--- src/core/dote_pkg.sv ---
`default_nettype none
package dote_pkg;
  // ----------------------------------------
  // sizes
  // ----------------------------------------
  localparam int DATA_W     = 8;
  localparam int NPFI       = 4;
  localparam int PFI_W      = 2;
  localparam int FIFO_DEPTH = 8;
  localparam int CNT_W      = 16;
  // ----------------------------------------
  // synchroniser lanes, terminals first
  // ----------------------------------------
  localparam int SY_AI_REF   = NPFI;
  localparam int SY_AI_START = NPFI + 1;
  localparam int SY_ANALOG   = NPFI + 2;
  localparam int SY_EXT_TB   = NPFI + 3;
  localparam int SY_EXT_UPD  = NPFI + 4;
  localparam int NSYNC       = NPFI + 5;
  // ----------------------------------------
  // constants
  // ----------------------------------------
  localparam logic [CNT_W-1:0]  CNT_ONE = 16'h0001;
  localparam logic [DATA_W-1:0] DO_RST  = 8'h00;
  // ----------------------------------------
  // modes and selects
  // ----------------------------------------
  typedef enum logic [2:0] {ST_NONE, ST_SW_PULSE, ST_PFI, ST_AI_REF, ST_AI_START, ST_ANALOG} dote_start_src_t;
  typedef enum logic [1:0] {PS_NONE, PS_PFI, PS_ANALOG} dote_pause_src_t;
  typedef enum logic [1:0] {RG_REGEN, RG_ONBOARD, RG_NONREGEN} dote_regen_t;
  typedef enum logic [1:0] {RT_NONE, RT_UPD_CLK, RT_START} dote_route_t;
  typedef enum {S_IDLE, S_ARMED, S_DELAY, S_RUN} dote_fsm_t;

  typedef struct packed {
    logic                        hw_timed;
    logic                        finite;
    dote_regen_t                 regen;
    logic                        upd_ext;
    logic                        tb_ext;
    logic [CNT_W-1:0]            div;
    dote_start_src_t             start_src;
    logic                        start_fall;
    logic [PFI_W-1:0]            start_pfi;
    logic [CNT_W-1:0]            start_delay;
    dote_pause_src_t             pause_src;
    logic [PFI_W-1:0]            pause_pfi;
    logic                        pause_high;
    logic [CNT_W-1:0]            samples;
    dote_route_t [NPFI-1:0]      route;
    logic                        upd_inv;
  } dote_cfg_t;
endpackage
`default_nettype wire

--- src/core/dote_top.sv ---
`timescale 1ns/1ns
`default_nettype none

module dote_fifo #(
  parameter int W     = 8,
  parameter int DEPTH = 8
) (
  input  wire logic         clk,
  input  wire logic         rst_n,
  input  wire logic         in_valid,
  input  wire logic [W-1:0] in_data,
  output var  logic         in_ready,
  output var  logic         out_valid,
  output var  logic [W-1:0] out_data,
  input  wire logic         out_ready,
  input  wire logic         recirc,
  input  wire logic         fill_en
);
  localparam int AW = $clog2(DEPTH);
  localparam int CW = $clog2(DEPTH + 1);
  localparam logic [CW-1:0] FULL = CW'(DEPTH);

  typedef struct packed {
    logic [DEPTH-1:0][W-1:0] mem;
    logic [AW-1:0]           wr;
    logic [AW-1:0]           rd;
    logic [CW-1:0]           cnt;
    logic                    rdy;
  } dote_fifo_st_t;

  dote_fifo_st_t q, d;
  logic          push;
  logic          pop;
  logic [W-1:0]  push_data;

  // ----------------------------------------
  // next state
  // ----------------------------------------
  always_comb begin
    d = q;
    out_valid = (q.cnt != '0);
    out_data = q.mem[q.rd];
    pop = out_valid && out_ready;
    // replay mode pushes the popped word back behind the tail
    push = recirc ? pop : (in_valid && q.rdy && fill_en);
    push_data = recirc ? q.mem[q.rd] : in_data;
    if (push) begin
      d.mem[q.wr] = push_data;
      d.wr = (q.wr == AW'(DEPTH - 1)) ? '0 : q.wr + AW'(1);
    end
    if (pop) begin
      d.rd = (q.rd == AW'(DEPTH - 1)) ? '0 : q.rd + AW'(1);
    end
    d.cnt = q.cnt + CW'(push) - CW'(pop);
    d.rdy = fill_en && !recirc && (d.cnt != FULL);
  end

  always_ff @(posedge clk) begin
    if (!rst_n) begin
      q <= '0;
    end else begin
      q <= d;
    end
  end

  assign in_ready = q.rdy;
endmodule

module dote_top
  import dote_pkg::*;
(
  input  wire logic                        clk,
  input  wire logic                        rst_n,
  input  wire dote_pkg::dote_cfg_t         cfg,
  input  wire logic                        arm,
  input  wire logic                        sw_start,
  input  wire logic                        stop,
  input  wire logic                        sw_update,
  input  wire logic [dote_pkg::DATA_W-1:0] sw_data,
  input  wire logic [dote_pkg::NPFI-1:0]   pfi_in,
  input  wire logic                        ai_ref_trig,
  input  wire logic                        ai_start_trig,
  input  wire logic                        analog_cmp_evt,
  input  wire logic                        ext_timebase,
  input  wire logic                        ext_update_clk,
  input  wire logic                        host_valid,
  input  wire logic [dote_pkg::DATA_W-1:0] host_data,
  output var  logic                        host_ready,
  output var  logic [dote_pkg::DATA_W-1:0] do_data,
  output var  logic [dote_pkg::NPFI-1:0]   pfi_out,
  output var  logic [dote_pkg::NPFI-1:0]   pfi_oe,
  output var  logic                        armed,
  output var  logic                        running,
  output var  logic                        done,
  output var  logic                        underflow
);
  import dote_pkg::*;

  typedef struct packed {
    logic [NSYNC-1:0]  s1;
    logic [NSYNC-1:0]  s2;
    logic [NSYNC-1:0]  prev;
    dote_fsm_t         fsm;
    logic [CNT_W-1:0]  div_cnt;
    logic [CNT_W-1:0]  dly_cnt;
    logic [CNT_W-1:0]  smp_cnt;
    logic [DATA_W-1:0] dout;
    logic [NPFI-1:0]   pfi_o;
    logic [NPFI-1:0]   pfi_e;
    logic              armed;
    logic              run;
    logic              done;
    logic              unf;
  } dote_st_t;

  dote_st_t          q, d;
  logic [NSYNC-1:0]  async_v;
  logic              tb_tick;
  logic              ext_rise;
  logic              trig_hit;
  logic              pause_act;
  logic              upd_tick;
  logic              start_pulse;
  logic              fifo_valid;
  logic [DATA_W-1:0] fifo_data;
  logic              fifo_pop;
  logic              recirc;
  logic              fill_en;

  // ----------------------------------------
  // helpers
  // ----------------------------------------
  function automatic logic edge_hit(input logic cur, input logic prv, input logic fall);
    edge_hit = fall ? (prv && !cur) : (cur && !prv);
  endfunction

  function automatic logic cnt_last(input logic [CNT_W-1:0] cnt, input logic [CNT_W-1:0] lim);
    cnt_last = ((cnt + CNT_ONE) >= lim);
  endfunction

  function automatic logic start_lvl(input logic [NSYNC-1:0] v, input dote_cfg_t c);
    case (c.start_src)
      ST_PFI:      start_lvl = v[c.start_pfi];
      ST_AI_REF:   start_lvl = v[SY_AI_REF];
      ST_AI_START: start_lvl = v[SY_AI_START];
      ST_ANALOG:   start_lvl = v[SY_ANALOG];
      default:     start_lvl = 1'b0;
    endcase
  endfunction

  // ----------------------------------------
  // sample buffer
  // ----------------------------------------
  dote_fifo #(
    .W     (DATA_W),
    .DEPTH (FIFO_DEPTH)
  ) u_fifo (
    .clk       (clk),
    .rst_n     (rst_n),
    .in_valid  (host_valid),
    .in_data   (host_data),
    .in_ready  (host_ready),
    .out_valid (fifo_valid),
    .out_data  (fifo_data),
    .out_ready (fifo_pop),
    .recirc    (recirc),
    .fill_en   (fill_en)
  );

  assign async_v = {ext_update_clk, ext_timebase, analog_cmp_evt, ai_start_trig, ai_ref_trig, pfi_in};

  // ----------------------------------------
  // next state
  // ----------------------------------------
  always_comb begin
    d = q;
    d.s1 = async_v;
    d.s2 = q.s1;
    d.prev = q.s2;
    upd_tick = 1'b0;
    start_pulse = 1'b0;
    fifo_pop = 1'b0;
    tb_tick = cfg.tb_ext ? edge_hit(q.s2[SY_EXT_TB], q.prev[SY_EXT_TB], 1'b0) : 1'b1;
    ext_rise = edge_hit(q.s2[SY_EXT_UPD], q.prev[SY_EXT_UPD], 1'b0);
    if (cfg.start_src == ST_NONE || cfg.start_src == ST_SW_PULSE) begin
      trig_hit = sw_start;
    end else begin
      trig_hit = edge_hit(start_lvl(q.s2, cfg), start_lvl(q.prev, cfg), cfg.start_fall);
    end
    case (cfg.pause_src)
      PS_PFI:    pause_act = (q.s2[cfg.pause_pfi] == cfg.pause_high);
      PS_ANALOG: pause_act = (q.s2[SY_ANALOG] == cfg.pause_high);
      default:   pause_act = 1'b0;
    endcase
    recirc = (cfg.regen == RG_ONBOARD) && (q.fsm == S_RUN || q.fsm == S_DELAY);
    fill_en = cfg.hw_timed && !recirc;

    case (q.fsm)
      S_IDLE: begin
        if (arm && cfg.hw_timed) begin
          d.fsm = S_ARMED;
          d.done = 1'b0;
          d.unf = 1'b0;
          d.smp_cnt = '0;
        end else if (!cfg.hw_timed && sw_update) begin
          d.dout = sw_data;
        end
      end
      S_ARMED: begin
        if (stop) begin
          d.fsm = S_IDLE;
        end else if (trig_hit) begin
          start_pulse = 1'b1;
          d.div_cnt = '0;
          d.dly_cnt = '0;
          if (!cfg.upd_ext && cfg.start_delay != '0) begin
            d.fsm = S_DELAY;
          end else begin
            d.fsm = S_RUN;
          end
        end
      end
      S_DELAY: begin
        if (stop) begin
          d.fsm = S_IDLE;
        end else if (tb_tick) begin
          d.dly_cnt = q.dly_cnt + CNT_ONE;
          if (cnt_last(q.dly_cnt, cfg.start_delay)) begin
            d.fsm = S_RUN;
          end
        end
      end
      S_RUN: begin
        if (!cfg.upd_ext) begin
          if (pause_act) begin
            d.div_cnt = '0;
          end else if (tb_tick) begin
            if (cnt_last(q.div_cnt, cfg.div)) begin
              upd_tick = 1'b1;
              d.div_cnt = '0;
            end else begin
              d.div_cnt = q.div_cnt + CNT_ONE;
            end
          end
        end else begin
          upd_tick = ext_rise && !pause_act;
        end
        if (stop) begin
          d.fsm = S_IDLE;
        end else if (upd_tick) begin
          if (fifo_valid) begin
            fifo_pop = 1'b1;
            d.dout = fifo_data;
            d.smp_cnt = q.smp_cnt + CNT_ONE;
            if (cfg.finite && cnt_last(q.smp_cnt, cfg.samples)) begin
              d.fsm = S_IDLE;
              d.done = 1'b1;
            end
          end else if (cfg.regen == RG_NONREGEN) begin
            d.unf = 1'b1;
          end
        end
      end
      default: begin
        d.fsm = S_IDLE;
      end
    endcase

    // terminal routing; the timebase has no route
    for (int i = 0; i < NPFI; i++) begin
      case (cfg.route[i])
        RT_UPD_CLK: begin
          d.pfi_o[i] = upd_tick ^ cfg.upd_inv;
          d.pfi_e[i] = 1'b1;
        end
        RT_START: begin
          d.pfi_o[i] = start_pulse;
          d.pfi_e[i] = 1'b1;
        end
        default: begin
          d.pfi_o[i] = 1'b0;
          d.pfi_e[i] = 1'b0;
        end
      endcase
    end
    d.armed = (d.fsm == S_ARMED);
    d.run = (d.fsm == S_RUN || d.fsm == S_DELAY);
  end

  // synchroniser keeps tracking the pins through reset, so a pin
  // that idles high gives no false edge after release
  always_ff @(posedge clk) begin
    if (!rst_n) begin
      q      <= '0;
      q.s1   <= d.s1;
      q.s2   <= d.s2;
      q.prev <= d.prev;
    end else begin
      q <= d;
    end
  end

  assign do_data = q.dout;
  assign pfi_out = q.pfi_o;
  assign pfi_oe = q.pfi_e;
  assign armed = q.armed;
  assign running = q.run;
  assign done = q.done;
  assign underflow = q.unf;

  // ----------------------------------------
  // checks
  // ----------------------------------------
  chk_update_aligned: assert property (@(posedge clk) disable iff (!rst_n)
    fifo_pop |=> do_data == $past(fifo_data)) else $error("output word not taken on tick");
  chk_route_clk_high: assert property (@(posedge clk) disable iff (!rst_n)
    upd_tick && cfg.route[0] == RT_UPD_CLK && !cfg.upd_inv |=> pfi_out[0] && pfi_oe[0])
    else $error("routed update clock not high");
  chk_divider_gap: assert property (@(posedge clk) disable iff (!rst_n)
    upd_tick && !cfg.upd_ext && !cfg.tb_ext && cfg.div == 16'h0004 && $stable(cfg) |=> !upd_tick [*3])
    else $error("divided clock too fast");
  chk_no_tb_route: assert property (@(posedge clk) disable iff (!rst_n)
    pfi_out[0] && pfi_oe[0] |-> $past(upd_tick) || $past(start_pulse) || $past(cfg.upd_inv))
    else $error("terminal driven by other source");
  chk_sw_start: assert property (@(posedge clk) disable iff (!rst_n)
    q.fsm == S_ARMED && cfg.start_src == ST_NONE && sw_start && !stop |=> running)
    else $error("software start ignored");
  chk_delay_quiet: assert property (@(posedge clk) disable iff (!rst_n)
    q.fsm == S_DELAY |-> !fifo_pop) else $error("sample during start delay");
  chk_start_pulse: assert property (@(posedge clk) disable iff (!rst_n)
    start_pulse && cfg.route[1] == RT_START |=> pfi_out[1] ##1 !pfi_out[1] || $past(start_pulse))
    else $error("start pulse not driven");
  chk_pause_hold: assert property (@(posedge clk) disable iff (!rst_n)
    pause_act |-> !upd_tick) else $error("sample while paused");
  chk_ext_resume: assert property (@(posedge clk) disable iff (!rst_n)
    upd_tick && cfg.upd_ext |-> ext_rise && !pause_act) else $error("external resume without edge");
  chk_finite_stop: assert property (@(posedge clk) disable iff (!rst_n)
    fifo_pop && cfg.finite && !stop && q.smp_cnt + CNT_ONE == cfg.samples |=> done && !running)
    else $error("finite task did not stop");
  chk_replay_nofill: assert property (@(posedge clk) disable iff (!rst_n)
    recirc |=> !host_ready) else $error("host fill during onboard replay");
  chk_underflow_flag: assert property (@(posedge clk) disable iff (!rst_n)
    upd_tick && !fifo_valid && cfg.regen == RG_NONREGEN && !stop |=> underflow)
    else $error("underflow not flagged");
  chk_sw_update: assert property (@(posedge clk) disable iff (!rst_n)
    q.fsm == S_IDLE && !cfg.hw_timed && sw_update |=> do_data == $past(sw_data))
    else $error("software update lost");

  cov_finite_done: cover property (@(posedge clk) disable iff (!rst_n) running ##1 done);
  cov_underflow:   cover property (@(posedge clk) disable iff (!rst_n) $rose(underflow));
  cov_pause_run:   cover property (@(posedge clk) disable iff (!rst_n) running && pause_act ##1 !pause_act);
  cov_replay:      cover property (@(posedge clk) disable iff (!rst_n) recirc && fifo_pop);
endmodule
`default_nettype wire

--- config.mk ---
export PLATFORM = sky130hd
export DESIGN_NAME = dote_top
export DESIGN_NICKNAME = d
export VERILOG_FILES = /design/src/core/dote_pkg.sv /design/src/core/dote_top.sv
export SDC_FILE = /design/constraint.sdc
export NUM_CORES = 1
export LEC_CHECK = 0
export ABC_AREA = 1
export BUFFER_PORTS_ARGS = -buffer_cell sky130_fd_sc_hd__buf_2
export CELL_PAD_IN_SITES_DETAIL_PLACEMENT = 1
export CELL_PAD_IN_SITES_GLOBAL_PLACEMENT = 1
export CORE_AREA = 2 2 169 171
export CTS_CLUSTER_DIAMETER = 100
export DETAILED_ROUTE_END_ITERATION = 16
export DIE_AREA = 0 0 171 173
export GPL_ROUTABILITY_DRIVEN = 0
export PLACE_DENSITY = 0.75
export RECOVER_POWER = 25
export SYNTH_ARGS = -nofsm -noshare
export SYNTH_HDL_FRONTEND = slang
export SYNTH_SLANG_ARGS = --single-unit
export TNS_END_PERCENT = 30
--- constraint.sdc ---
create_clock -name clk -period 6.3 [get_ports clk]
set_clock_uncertainty 0.2 [all_clocks]
set_input_delay 1.26 -clock clk [delete_from_list [all_inputs] [get_ports clk]]
set_output_delay 1.26 -clock clk [all_outputs]
set_load 0.005 [all_outputs]
After elaboration in Yosys (flattened, before gate mapping). Index checks and enable logic that the tools add are counted.

Flip-flop bits (word level): 202. Output and inout bits: 21.

$add $sub $neg: 7. Order comparisons: 8. Eq/ne operators: 45. Multiplexer cells: 80. Bitwise gates (word level): 1. Reduce and logical (&&, ||, !) cells: 45.

Operators by type and width (count): 2-to-1 mux 32 bit (10); == test 32 x 3 -> 1 bit, second input constant (4); case mux 32 bit (4 select lines) (1); 2-to-1 mux 16 bit (7); == test 32 x 2 -> 1 bit, second input constant (3); 2-to-1 mux 24 bit (3); bitwise mux 64 bit (1); 2-to-1 mux 64 bit (1); case mux 16 bit (2 select lines) (2); adder 16 x 1 -> 16 bit, second input constant (3); greater-or-equal comparator 16 bit (3); case mux 24 bit (2 select lines) (1); 2-to-1 mux 8 bit (5); == test 32 x 1 -> 1 bit, second input constant (1); logical NOT 32 bit (1); 2-to-1 mux 1 bit (31); != test 2 bit, second input constant (13); binary-select mux 8 bit (select 3 bit) (1); demux 8 bit (select 3 bit) (1); AND reduction 6 bit (3); logical AND 1 bit (17); nonzero test 16 bit (1); AND reduction 5 bit (3); == test 2 x 1 -> 1 bit, second input constant (6); 27 further kinds (64).

Logic depth before layout (Yosys ltp).
Depth in word-level cells: 17. Mapped depth: 28. Mapped depth without buffers: 27.

Cells and area by module. From an unflattened synthesis, not the netlist that was laid out.

Cell total of the unflattened synthesis: 1592. Area, all modules: 11219.5 µm².

Modules (own cells, without submodules): dote_top (instances 1, cells an instance 948, area an instance 7045.5 µm²); dote_fifo (instances 1, cells an instance 644, area an instance 4174.0 µm²).

Worst setup path after synthesis. OpenSTA, ideal clock, no wires.

Path kind: register to register. From: register q[52] (netlist name). To: register u_fifo.q (netlist bit u_fifo.in_ready). Arrival: 4.123 ns. Slack: 1.853 ns. Cell stages (with the launch flop): 27. Cell sequence: dfxtp_1 -> ha_1 -> nand3_1 -> nor3b_1 -> nand3_1 -> nor3b_1 -> nand3_1 -> nor2_1 -> xor2_1 -> ha_1 -> nand2_1 -> nor3_1 -> nand2_1 -> nand2_1 -> nand2_1 -> nand2_1 -> nand3_4 -> nor2_8 -> nand2_4 -> nand2_8 -> buf_6 -> ha_1 -> inv_1 -> fa_1 -> xnor2_1 -> nor4b_1 -> nor2_1.

Cells in the longest elaborated chain, start to end: 16.

Ends and longest elaborated chain: start: declaration (RTL line dote_top.sv:116) `dote_st_t q, d;`; adder 16 x 1 -> 16 bit (RTL line dote_top.sv:138) `cnt_last = ((cnt + CNT_ONE) >= lim);`; greater-or-equal comparator 16 bit (RTL line dote_top.sv:138); 2-to-1 mux 1 bit (RTL line dote_top.sv:238) `if (cnt_last(q.div_cnt, cfg.div)) begin`; 2-to-1 mux 1 bit (RTL line dote_top.sv:237) `end else if (tb_tick) begin`; 2-to-1 mux 1 bit (RTL line dote_top.sv:235) `if (pause_act) begin`; 2-to-1 mux 1 bit (RTL line dote_top.sv:234) `if (!cfg.upd_ext) begin`; 2-to-1 mux 1 bit (RTL line dote_top.sv:198) `case (q.fsm)`; 2-to-1 mux 1 bit (RTL line dote_top.sv:250) `end else if (upd_tick) begin`; [2 not listed]; logical AND 1 bit (RTL line dote_top.sv:43) `pop = out_valid && out_ready;`; via u_fifo.pop (RTL line dote_top.sv:33) `logic pop;`; 2-to-1 mux 1 bit (RTL line dote_top.sv:45) `push = recirc ? pop : (in_valid && q.rdy && fill_en);`; via u_fifo.push (RTL line dote_top.sv:32) `logic push;`; adder 4 x 1 -> 4 bit (RTL line dote_top.sv:54) `d.cnt = q.cnt + CW'(push) - CW'(pop);`; subtractor 4 x 1 -> 4 bit (RTL line dote_top.sv:54); != test 4 bit (RTL line dote_top.sv:55) `d.rdy = fill_en && !recirc && (d.cnt != FULL);`; logical AND 1 bit (RTL line dote_top.sv:55); end signal: assignment (RTL line dote_top.sv:60) `q <= '0;`; end signal: assignment (RTL line dote_top.sv:62) `q <= d;`; end: declaration (RTL line dote_top.sv:31) `dote_fifo_st_t q, d;`.

The timed path passes the listed nets, and every way through them passes these cells. The select of a mux whose other input is x is not followed. A chain may end at the register's enable or synchronous reset.

Final worst setup path.
From: register q[54] (netlist name). To: register u_fifo.q (netlist bit u_fifo.in_ready).

Cells in the longest elaborated chain, start to end: 16.

Ends and longest elaborated chain: adder 16 x 1 -> 16 bit * (RTL line dote_top.sv:138); greater-or-equal comparator 16 bit * (RTL line dote_top.sv:138); 2-to-1 mux 1 bit * (RTL line dote_top.sv:238); 2-to-1 mux 1 bit * (RTL line dote_top.sv:237); 2-to-1 mux 1 bit * (RTL line dote_top.sv:235); 2-to-1 mux 1 bit * (RTL line dote_top.sv:234); 2-to-1 mux 1 bit * (RTL line dote_top.sv:198); 2-to-1 mux 1 bit * (RTL line dote_top.sv:250); 2-to-1 mux 1 bit * (RTL line dote_top.sv:248) `if (stop) begin`; 2-to-1 mux 1 bit * (RTL line dote_top.sv:198); logical AND 1 bit * (RTL line dote_top.sv:43); via u_fifo.pop (RTL line dote_top.sv:33); 2-to-1 mux 1 bit (RTL line dote_top.sv:45); adder 4 x 1 -> 4 bit (RTL line dote_top.sv:54); subtractor 4 x 1 -> 4 bit * (RTL line dote_top.sv:54); != test 4 bit * (RTL line dote_top.sv:55); logical AND 1 bit * (RTL line dote_top.sv:55).

The timed path passes the listed nets; every way through them passes the cells marked *. The select of a mux whose other input is x is not followed.

==> flow_summary.json <==
{
  "leakage_uw": 0.00579,
  "grt-ovfl-total": 0,
  "cts_resized": 0,
  "core.rowCount": 61,
  "maxSlewViolCount": 0,
  "finish.instance_area_um2": 12100,
  "startpoint_type": "flop",
  "drt-initial-drc-count": 353,
  "diodes": 0,
  "pwr-share-clk_pct": 50.7,
  "synth_top_family_by_area": "simple AND/OR/NAND/NOR gates",
  "syn_area_um2": 10400,
  "die_h_um": 173,
  "synth-simple-area-share_pct": 26.3,
  "status": "completed",
  "initial_core_util_pct": 37.5,
  "grt_pass1_vias": 10000,
  "pwr-share-comb_pct": 5.4,
  "fin_crit_sh_pct": 79.5,
  "crit_fanout": 44,
  "grt_pass1_wl_um": 47700,
  "drtAntennaViolNets": 0,
  "drv_cap": 0,
  "synthAdderAreaFrac_pct": 8.52,
  "finalSetupViolCount": 0,
  "final_cells": 1919,
  "ys_ff_latch": 202,
  "synth-compound-area-share_pct": 13.2,
  "path_clk_slew_ns": 0.06,
  "vias": 9435,
  "cts_tree": "yes",
  "synthArstFlopShare_pct": 0,
  "avgSynthCellArea_um2": 7.44,
  "grt.total_usage_pct": 19.4,
  "io_pins": 127,
  "place_area_um2": 11300,
  "arrival_ns": 5.21,
  "hold_violations": 0,
  "peakVddDrop_mv": 0.220,
  "p_int_uw": 2320,
  "wire_per_inst_um": 14.7,
  "yosys.area.top_type": "dfxtp_1",
  "drc": 0,
  "die_x_um": 171,
  "synthMuxAreaShare_pct": 0,
  "cts_buffers": 25,
  "worstSetupEndpointType": "flop",
  "synth_edf_count": 0,
  "synthXorXnorAreaFrac_pct": 3.46,
  "drt_wl_total_um": 28100,
  "clock-root-buffer": "clkbuf_16",
  "crit_type": "reg -> reg",
  "cts_post_setup_buffers_inserted": 0,
  "yosysMostFrequentCell": "nand2_1",
  "cts_buffer_depth": 3,
  "slew_headroom_pct": 25.8,
  "grt_max_degree": 52,
  "postSynthCellCount": 1394,
  "dp_hpwl_um": 20700,
  "first_pass_iters": 4,
  "tightest_slew_ns": 1.11,
  "rsz0062_at_grt": "no",
  "antenna_found_initial": 0,
  "p_sw_uw": 674,
  "port_buffers": 126,
  "netlist.area_leader.share_pct": 39.0,
  "ys_types": 51,
  "clk_latency_ns": 0.52,
  "ys_seq_area_share_pct": 39.0,
  "fin_tns_setup_ns": 0,
  "synth_flop_cell": "dfxtp_1",
  "holdBufCountCts": 0,
  "fin_nets": 1699,
  "synth_area_leaders": "dfxtp_1 (39%), nand2_1 (9.6%), ha_1 (8.3%)",
  "synth_common_cells": "nand2_1 (266), dfxtp_1 (202), nor2_1 (197)",
  "fin_crit_ns": 5.01,
  "required_ns": 6.50,
  "power_density_nw_per_um2": 246,
  "dp_cells": 1874,
  "hold_class": "reg -> reg",
  "htree_levels": 1,
  "fmax_ghz": 0.200,
  "pwr-share-seq_pct": 43.9,
  "viasPerCell": 4.92,
  "drive_above_1_share_pct": 12.7,
  "area_growth_pct": 17.1,
  "swShare_pct": 22.5,
  "die_area_um2": 29600,
  "coreArea_um2": 27600,
  "ys.warnings.count": 0,
  "clock-sinks": 202
}
[cells by family (layout without fill, tap and decap cells)]
family / after synthesis / in the layout
buffers and inverters: 226 / 344
DFF: 202 / 202
and+or+nand+nor: 622 / 622
adders and majority gates: 70 / 70
AOI/OAI and AO/OA: 232 / 232
xor gates and xnor gates: 41 / 41
other: 1 / 30
[state kept, by name, summed over array words and instances, names as in the netlist]
name,count
q,89
pfi_oe,4
done,1
d,18
do_data,8
underflow,1
u_fifo.in_ready,1
armed,1
u_fifo.q,74
pfi_out,4
running,1
[routing by layer]
| layer | vias up | track usage [%] | part of all wire (%) |
|---|---|---|---|
| met4 | 0 | 4.94 | 2.0 |
| met1 | 4475 | 24.3 | 46 |
| met3 | 44 | 2.66 | 3.8 |
| li1 | 4773 | - | - |
| met5 | - | 0 | 0 |
| met2 | 143 | 34.6 | 49 |
[area by class of cell]
cell class	count	area [um2]
fill	3519	15500
multi-input combinational	995	5450
sequential	202	4040
timing repair buffer	135	679
clock buffer	31	668
inverter	164	617
tap	378	473
clock inverter	14	204
[layout by cell type (no fill, tap or decap), types with 3 or more instances in the layout]
master and n:
nor4_1 6, xnor2_1 11, bufinv_16 5, dfxtp_1 202
nand3_1 77, conb_1 30, nand2_1 266, clkbuf_16 25
buf_2 111, ha_1 69, nand4_1 32, a21oi_1 94
o32ai_1 16, nand2_2 3, inv_1 158, clkbuf_1 19
a21boi_0 4, o21ai_0 82, nor2_1 197, o211a_1 8
o21bai_1 3, xor2_1 30, nand2_4 8, o21ai_1 4
and3_1 3, nand3b_1 4, buf_4 9, or2_2 3
a211oi_2 8, clkinv_2 7, nor3b_1 3, a211oi_1 3
inv_2 5, nor3_1 12
[power groups by stage]
stage,combinational [uW],sequential [uW],clock [uW]
global route,187,1310,1600
global placement,157,1340,0
finish,162,1310,1520
detailed placement,162,1340,0
floorplan,93.9,1340,0
CTS,164,1310,1550
[final timing paths]
check / end / slack [ns] / from / cells past startpoint
hold / removal: d[105] / 0.13 / d[114] / 0
setup / recovery: u_fifo.in_ready / 1.29 / q[54] / 25
setup reg to reg: u_fifo.in_ready / 1.29 / q[54] / 25
hold reg to reg: d[105] / 0.13 / d[114] / 0
[critical path: stages, from the launching register on]
cell     delay, ns
dfxtp_1       0.38
nand3_1       0.13
nor3_1        0.27
nand3_1       0.17
nor3_1        0.29
nand3_1       0.20
nor2_1        0.16
nand4_1       0.11
xor2_1        0.17
ha_1          0.30
nand2_1       0.09
nor3_1        0.19
nand2_1       0.08
nand2_1       0.08
nand2_1       0.06
nand2_1       0.13
nand3_4       0.14
nor2_8        0.18
nand2_4       0.08
nand2_8       0.28
ha_1          0.24
inv_1         0.05
fa_1          0.37
xnor2_1       0.16
nor4b_1       0.30
nor2_1        0.08
[per-stage QoR]
step	util (%)	hold slack, ns	setup slack, ns	power (uW)
2_1_floorplan	-	0.110	1.85	1430
3_3_place_gp	40.8	0.110	1.44	1500
3_5_place_dp	40.8	0.114	1.22	1500
4_1_cts	44.0	0.129	1.24	3030
5_1_grt	43.9	0.130	0.753	3100
6_report	43.9	0.127	1.29	2990
No activity file was read; power rests on OpenSTA's default activity.
